[config.mk]
export PLATFORM = sky130hd
export DESIGN_NAME = vpic_controller
export DESIGN_NICKNAME = d
export VERILOG_FILES = /design/src/vpic_pkg.sv /design/src/vpic_controller.sv /design/src/vpic_prio_tree.sv /design/src/vpic_vector_addr.sv
export VERILOG_INCLUDE_DIRS = /design/src /design/src/src
export SDC_FILE = /design/constraint.sdc
export NUM_CORES = 1
export LEC_CHECK = 0
export BUFFER_PORTS_ARGS = -buffer_cell sky130_fd_sc_hd__buf_2
export CAP_MARGIN = 20
export CORE_AREA = 5 5 300 302
export DETAILED_ROUTE_END_ITERATION = 8
export DIE_AREA = 0 0 305 307
export GPL_ROUTABILITY_DRIVEN = 1
export SLEW_MARGIN = 40
export SYNTH_ARGS = -nofsm -noshare
export SYNTH_HDL_FRONTEND = slang
export SYNTH_SLANG_ARGS = --single-unit
[constraint.sdc]
create_clock -name clk -period 8.2 [get_ports clk]
set_clock_uncertainty 0.1 [all_clocks]
set_input_delay 1.64 -clock clk [delete_from_list [all_inputs] [get_ports clk]]
set_output_delay 1.64 -clock clk [all_outputs]
set_load 0.005 [all_outputs]
[src/vpic_defs.svh]
// Constants of the vectored priority interrupt controller
`ifndef VPIC_DEFS_SVH
`define VPIC_DEFS_SVH

`define VPIC_NUM_VEC 126
`define VPIC_NUM_TRAP 8
`define VPIC_VEC_W 7
`define VPIC_LVL_W 4
`define VPIC_ADDR_W 24
`define VPIC_IVT_BASE 24'h000004
`define VPIC_ALTERNATE_VECTOR_TABLE_BASE 24'h000104
`define VPIC_RESET_PC 24'h000000
`define VPIC_ALT_SEL_BIT 15
`define VPIC_PRIO_LSB 5
`define VPIC_TRAP_BIT_POS 3
`define VPIC_TOP_LEVEL 4'hf
`define VPIC_USER_MAX 4'h7
`define VPIC_NIB_W 4

// Implemented sources; every other vector number is reserved
`define VPIC_VEC_OSC_FAIL 7'h01
`define VPIC_VEC_ADDR_ERR 7'h02
`define VPIC_VEC_STACK_ERR 7'h03
`define VPIC_VEC_MATH_ERR 7'h04
`define VPIC_VEC_EXT_ZERO 7'h08
`define VPIC_VEC_TIMER_ONE 7'h0b
`define VPIC_VEC_SERIAL_RX 7'h13
`define VPIC_VEC_SERIAL_TX 7'h14
`define VPIC_VEC_CONV_DONE 7'h15
`define VPIC_VEC_SERIAL_ERR 7'h49
`define VPIC_IMPL_MASK 126'h200000000000038091e

`endif

[src/vpic_pkg.sv]
// Types shared by the interrupt controller modules
package vpic_pkg;
	typedef logic [6:0] vpic_vec_t;
	typedef logic [3:0] vpic_lvl_t;

	// Winning source and its level, travel together to the core
	typedef struct packed {
		vpic_vec_t vector;
		vpic_lvl_t level;
	} vpic_grant_s;

	typedef enum logic [1:0] {
		VPIC_IDLE,
		VPIC_FETCH,
		VPIC_LOAD
	} vpic_state_e;
endpackage

[src/vpic_controller.sv]
// Vectored priority interrupt controller, top level
//
// Behaviour
// - All interrupt lines merge into one request toward the core.
// - Primary table starts at 0x000004, 126 vectors: 8 traps, 118 sources.
// - Each vector is read as a 24-bit service routine start address.
// - Alternate-table select bit 15 redirects every vector fetch to the alternate table.
// - Alternate table has same layout at 0x000104, two addresses per vector.
// - Reset bypasses this block; it only clears its registers, PC starts at zero.
// - Only oscillator, address, stack, math, ext0, timer, serial, converter vectors are live.
// - Sixteen CPU levels; a source is taken only above the current level.
// - Levels 8-15 belong to fixed traps; user sources span levels 0-7.
// - A level-0 source is never serviced.
// - CPU level is status bits 7:5 plus core control bit 3.
// - Software writes the three-bit level; 111 blocks all user sources.
// - Trap bit set by hardware on trap entry; software may only clear it.
// - With nesting disabled the three-bit level ignores software writes.
// - Source level is low three bits of each nibble; top bit ignored.
// - User levels 1 to 7; an all-zero field disables the source.
// - Equal levels resolve to the lowest vector number.
// - A running exception is preempted only by a strictly higher level.
`timescale 1ns/10ps
`include "vpic_defs.svh"
module vpic_controller
	import vpic_pkg::*;
(
	input wire logic clk,
	input wire logic sys_rst,
	input wire logic [`VPIC_NUM_VEC-1:0] irqLines,
	input wire logic [`VPIC_NUM_VEC*`VPIC_NIB_W-1:0] sourcePriorityRegs,
	input wire logic [15:0] interruptControlTwo,
	input wire logic nestingDisable,
	input wire logic statusWrite,
	input wire logic [2:0] statusWrData,
	input wire logic trapBitClear,
	input wire logic exceptionReturn,
	input wire vpic_lvl_t restoreLevel,
	input wire logic irqAck,
	input wire logic [`VPIC_ADDR_W-1:0] fetchData,
	output logic irqRequest,
	output vpic_grant_s irqGrant,
	output logic fetchStrobe,
	output logic [`VPIC_ADDR_W-1:0] vectorFetchAddr,
	output logic serviceValid,
	output logic [`VPIC_ADDR_W-1:0] serviceRoutineAddr,
	output logic [15:0] cpuStatusReg,
	output logic [15:0] coreControlReg
);
	vpic_state_e state;
	vpic_state_e next_state;
	logic [`VPIC_NUM_VEC*`VPIC_LVL_W-1:0] levelVector;
	logic winFound;
	vpic_grant_s winGrant;
	logic [`VPIC_ADDR_W-1:0] tableAddr;
	logic altTableLatch;

	wire [2:0] cpuPriorityField;
	wire cpuTrapPriorityBit;
	wire vpic_lvl_t cpuLevel;
	wire altTableSelect;
	wire [`VPIC_NUM_VEC-1:0] liveMask;
	wire [`VPIC_NUM_VEC-1:0] pendingLines;
	wire wantRequest;
	wire accept;
	wire swFieldWrite;

	// Current CPU level from the two status registers
	assign cpuPriorityField = cpuStatusReg[`VPIC_PRIO_LSB +: 3];
	assign cpuTrapPriorityBit = coreControlReg[`VPIC_TRAP_BIT_POS];
	assign cpuLevel = {cpuTrapPriorityBit, cpuPriorityField};
	assign altTableSelect = interruptControlTwo[`VPIC_ALT_SEL_BIT];

	// Per-vector effective level: traps fixed high, user sources from nibbles
	genvar gi;
	generate
		for (gi = 0; gi < `VPIC_NUM_VEC; gi++) begin : g_level
			if (gi < `VPIC_NUM_TRAP) begin : g_trap
				// Each trap owns one fixed level, the first trap the highest
				assign levelVector[gi*`VPIC_LVL_W +: `VPIC_LVL_W] =
					`VPIC_TOP_LEVEL - vpic_lvl_t'(gi);
				assign liveMask[gi] = 1'b1;
			end else begin : g_user
				// Only the low three bits count, so a user level never passes 7
				assign levelVector[gi*`VPIC_LVL_W +: `VPIC_LVL_W] =
					{1'b0, sourcePriorityRegs[gi*`VPIC_NIB_W +: 3]};
				// A zero field keeps the source out of arbitration
				assign liveMask[gi] = |sourcePriorityRegs[gi*`VPIC_NIB_W +: 3];
			end
		end
	endgenerate

	// Reserved vectors never take part
	assign pendingLines = irqLines & liveMask & `VPIC_IMPL_MASK;

	vpic_prio_tree u_prio_tree (
		.pending(pendingLines),
		.levels(levelVector),
		.found(winFound),
		.winner(winGrant)
	);

	// Strictly above the CPU level; same-level arrivals wait for the current one
	assign wantRequest = winFound && (winGrant.level > cpuLevel);
	assign accept = irqRequest && irqAck;
	assign swFieldWrite = statusWrite && !nestingDisable;

	vpic_vector_addr u_vector_addr (
		.vector(irqGrant.vector),
		.altSelect(altTableLatch),
		.fetchAddr(tableAddr)
	);

	// Next state of the vector fetch sequence
	always_comb begin
		next_state = state;
		case (state)
			VPIC_IDLE: begin
				if (accept) begin
					next_state = VPIC_FETCH;
				end
			end
			VPIC_FETCH: begin
				next_state = VPIC_LOAD;
			end
			VPIC_LOAD: begin
				next_state = VPIC_IDLE;
			end
			default: begin
				next_state = VPIC_IDLE;
			end
		endcase
	end

	// Single merged request and the grant shown with it
	always_ff @(posedge clk) begin
		if (sys_rst) begin
			state <= VPIC_IDLE;
			irqRequest <= 1'b0;
			irqGrant <= '0;
			altTableLatch <= 1'b0;
		end else begin
			state <= next_state;
			irqRequest <= (next_state == VPIC_IDLE) && !accept && wantRequest;
			if (!irqRequest || !irqAck) begin
				irqGrant <= winGrant;
			end
			if (accept) begin
				altTableLatch <= altTableSelect;
			end
		end
	end

	// Vector fetch: address out, then the 24-bit entry comes back
	always_ff @(posedge clk) begin
		if (sys_rst) begin
			fetchStrobe <= 1'b0;
			vectorFetchAddr <= `VPIC_RESET_PC;
			serviceValid <= 1'b0;
			serviceRoutineAddr <= `VPIC_RESET_PC;
		end else begin
			fetchStrobe <= (state == VPIC_IDLE) && accept;
			serviceValid <= (state == VPIC_LOAD);
			if (state == VPIC_FETCH) begin
				vectorFetchAddr <= tableAddr;
			end
			if (state == VPIC_LOAD) begin
				serviceRoutineAddr <= fetchData;
			end
		end
	end

	// Three-bit CPU level: entry loads the low bits of the granted level, return restores, software writes
	always_ff @(posedge clk) begin
		if (sys_rst) begin
			cpuStatusReg <= 16'h0000;
		end else if (accept) begin
			cpuStatusReg[`VPIC_PRIO_LSB +: 3] <= irqGrant.level[2:0];
		end else if (exceptionReturn) begin
			cpuStatusReg[`VPIC_PRIO_LSB +: 3] <= restoreLevel[2:0];
		end else if (swFieldWrite) begin
			cpuStatusReg[`VPIC_PRIO_LSB +: 3] <= statusWrData;
		end
	end

	// Trap bit: hardware sets it on trap entry, software can only clear it
	always_ff @(posedge clk) begin
		if (sys_rst) begin
			coreControlReg <= 16'h0000;
		end else if (accept) begin
			coreControlReg[`VPIC_TRAP_BIT_POS] <= irqGrant.level[3];
		end else if (exceptionReturn) begin
			coreControlReg[`VPIC_TRAP_BIT_POS] <= restoreLevel[3] & cpuTrapPriorityBit;
		end else if (trapBitClear) begin
			coreControlReg[`VPIC_TRAP_BIT_POS] <= 1'b0;
		end
	end
endmodule

[src/vpic_prio_tree.sv]
// Priority resolver: highest level first, then lowest vector number
`timescale 1ns/10ps
`include "vpic_defs.svh"
module vpic_prio_tree
	import vpic_pkg::*;
(
	input wire logic [`VPIC_NUM_VEC-1:0] pending,
	input wire logic [`VPIC_NUM_VEC*`VPIC_LVL_W-1:0] levels,
	output logic found,
	output vpic_grant_s winner
);
	// Scan from the highest vector down; ties move toward the lower number
	always_comb begin
		found = 1'b0;
		winner = '0;
		for (int i = `VPIC_NUM_VEC - 1; i >= 0; i--) begin
			if (pending[i] && (!found || levels[i*`VPIC_LVL_W +: `VPIC_LVL_W] >= winner.level)) begin
				found = 1'b1;
				winner.vector = vpic_vec_t'(i);
				winner.level = levels[i*`VPIC_LVL_W +: `VPIC_LVL_W];
			end
		end
	end
endmodule

[src/vpic_vector_addr.sv]
// Vector table address for a vector number in either table
`timescale 1ns/10ps
`include "vpic_defs.svh"
module vpic_vector_addr
	import vpic_pkg::*;
(
	input wire vpic_vec_t vector,
	input wire logic altSelect,
	output logic [`VPIC_ADDR_W-1:0] fetchAddr
);
	wire [`VPIC_ADDR_W-1:0] tableBase;
	wire [`VPIC_ADDR_W-1:0] vecOffset;

	// Same layout in both tables, two addresses per vector
	assign tableBase = altSelect ? `VPIC_ALTERNATE_VECTOR_TABLE_BASE : `VPIC_IVT_BASE;
	assign vecOffset = {16'h0000, vector, 1'b0};
	assign fetchAddr = tableBase + vecOffset;
endmodule

==> metrics <==
status=finished, violations left; violated checks=negative setup slack; Initial Util=3.74%; vias in the first global route=3173; row count=109; CP max stage delay=0.39 ns; Simple-Gate Fraction of Synth Area=20.8%; fin crit share=105%; Hold Crit Start=serviceRoutineAddr[11]; GR Overflow Total=0; CP arrival=8.69 ns; share of cells above drive strength 1=41.5%; #FFs+latches synth=52; Leak=2.16 nW; area of placed instances=5450 sq um; largest family of logic cells by synthesized area=compound AO/OA/AOI/OAI gates; Die H=307 microns; Synth top area share=31.9%; ys async rst share=0%; reg2reg path depth=5; Synth Area in Compound Gates=23.6%; core area=87400 sq um; Clock Sinks=52; GR peak layer=met1; storage element area=1040 sq um; I/O Buffers=115; Post-CTS Hold Fix Bufs=0; drt total wl=14.6 mm; worst hold path class=flip-flop to flip-flop; Max-Cap Viols=0; clk slew on worst S/H paths=0.07 ns; Fin. Hold Viols=0; top post-synthesis cells by count=nand2_1, dfxtp_1, a21oi_1, buf_4, nor2_1; grt met3 use=2.12%; most frequent cell after synthesis=nand2_1; f_max=0.117 GHz; vias=3313; hold path depth=2; CTS tree=yes; CP max stage cell=or3b_4; Buf+Inv Stages, Crit Path=2; FILL cells=10300; Worst Setup Path Type=primary input to flip-flop; Place WS=-0.941 ns; Post-DRT Antenna Nets=0; syn avg cell area=7.91 sq um; worst path required time=8.31 ns; Ports=778; largest net degree at the start of global routing=52; H-tree lvl count=2; die area=93600 sq um; initial antenna violation count=6; Final Slew Violations=0; Area growth syn-to-layout=80.5%; Synth area leaders=dfxtp_1, buf_4, nand2_1; post-DR wirelength/cell=8.39 microns; Synth Instances=413; fin worst setup slack=-0.375 ns; CP top delay family=compound AO/OA/AOI/OAI gates; capturing point of the worst reg2reg path=cpuStatusReg[6]; final instance area=5890 sq um; TritonRoute pass-1 iters=5; DRT iter0 DRCs=137; post-synthesis mux area share=0.920%; number of synthesized flops with an enable pin=0; Tot GR Track Use=3.04%; xor/xnor cell area share of the yosys netlist=0.536%; post-synthesis sequential area ratio=31.9%; met1 Resource Use GR=4.34%; cts bufs inserted=5; worst hold slack=0.354 ns; top_reg_cell synth=dfxtp_1; Max-slew headroom=50.3%; Power Density=128 nW/um^2; Syn. warnings=0; Worst Hold End=serviceRoutineAddr[11]; adder-cell share of the synthesized area=7.66%; mapped cell area=3270 sq um; DP Wirelength=12.3 mm; FF-to-FF Start=irqRequest; worst reg2reg setup slack=6.46 ns; crit-path max FO=5; vias per cell=1.90; Max IR drop VDD=85.7 uV; area leader, netlist=dfxtp_1; clk_lat worst skew=0.32 ns; Final nets=1279; routability cong.=0.758; root buffer cell=clkbuf_16; Worst Max-Slew Pin Slew=0.743 ns; CP Capture Type=flip-flop; # setup viols final=1; Post-route DRC=0; area of the multi-input gates=2130 sq um; width of the die=305 microns; RSZ-0062 raised after global routing=true; met2 Track Usage GR=3.52%; Critical Path Start Type=primary input; synth unique cells=58; CTS max path bufs=2; post-route minimum period=8.58 ns; first-pass GRT wire length=20.1 mm
## how the worst max path moves through the flow
stage	from	to	slack (ns)	cells after the start
6_report	irqLines[73]	irqRequest	-0.38	41
5_1_grt	irqLines[73]	irqRequest	-0.75	40
4_1_cts	sourcePriorityRegs[292]	irqRequest	-0.39	40
3_5_place_dp	irqLines[73]	irqRequest	-0.94	41
3_3_place_gp	irqLines[73]	irqRequest	-0.93	41
2_1_floorplan	irqLines[73]	irqRequest	-0.50	41
## layout by cell type (no fill, tap or decap), types with 3 or more instances in the layout
cell type  instances
a211oi_1           7
a21o_1             5
a21oi_1           41
a21oi_2            5
a21oi_4            3
and2_1             3
buf_2            112
buf_4             59
buf_6              5
clkbuf_16          5
conb_1            45
dfxtp_1           52
diode_2            3
ha_1              17
ha_4               3
inv_1             11
mux2i_1            3
nand2_1           77
nand2b_1           6
nand3_1            5
nor2_1            23
nor2_2             3
nor2b_1            3
nor2b_2            4
nor3_1             4
nor4_1             4
o211ai_1           3
o21a_1             3
o21ai_2            6
o31ai_1            4
o31ai_2            4
## state kept, by name, indices dropped and copies added, names as in the netlist
name,cells
coreControlReg,1
cpuStatusReg,3
serviceRoutineAddr,24
vectorFetchAddr,8
irqRequest,1
serviceValid,1
fetchStrobe,1
state,2
altTableLatch,1
irqGrant,10
## power by group
part	internal, mW	leakage, nW	total (mW)	switching [mW]
registers	0.262	0.423	0.269	0.00717
logic	0.123	1.66	0.245	0.122
clock network	0.124	0.0779	0.241	0.117
## cell type report
class                           count  area share, %
Timing Repair Buffer              176           18.0
Tap cell                         1165           24.7
Clock inverter                      2          0.297
Multi-Input combinational cell    329           36.1
Clock buffer                        6           2.36
Sequential cell                    52           17.7
Antenna cell                        3          0.127
Inverter                           11          0.700
## layer usage
metal	share of wire, %	up-vias
met5	0	-
met4	1.3	0
met3	14	12
met2	34	141
met1	51	1491
li1	-	1669
## logic make-up after synthesis
| kind of cell | count (synthesis) |
|---|---|
| fa+ha+maj | 20 |
| simple gates | 150 |
| mux | 3 |
| flops | 52 |
| other cells | 1 |
| xor+xnor | 2 |
| buf+inv | 76 |
| compound gates | 109 |
## repair_timing
| action | CTS | global route |
|---|---|---|
| gates resized for setup | 15 | 26 |
| pin swaps | 25 | 22 |
| setup endpoints to repair | 3 | 10 |
| setup buffers | 10 | 3 |
## metrics by stage
| step | total power, mW | instances | TNS, ns | utilization (%) |
|---|---|---|---|---|
| after floorplan | 0.399 | 457 | -0.497 | - |
| after global placement | 0.480 | 1722 | -2.89 | 6.23 |
| after detailed placement | 0.482 | 1722 | -3.06 | 6.23 |
| after CTS | 0.758 | 1739 | -0.385 | 6.58 |
| after global routing | 0.812 | 1741 | -1.17 | 6.73 |
| final | 0.755 | 1744 | -0.375 | 6.74 |
## worst register-to-register path, cell delays in order, from the launching register on
cell and delay [ns]:
dfxtp_1 0.33, and2_1 0.35, nor3_1 0.53, a211oi_1 0.10
a21oi_1 0.15, nor2_1 0.05
Note: power is estimated with default switching activity, not from simulation.
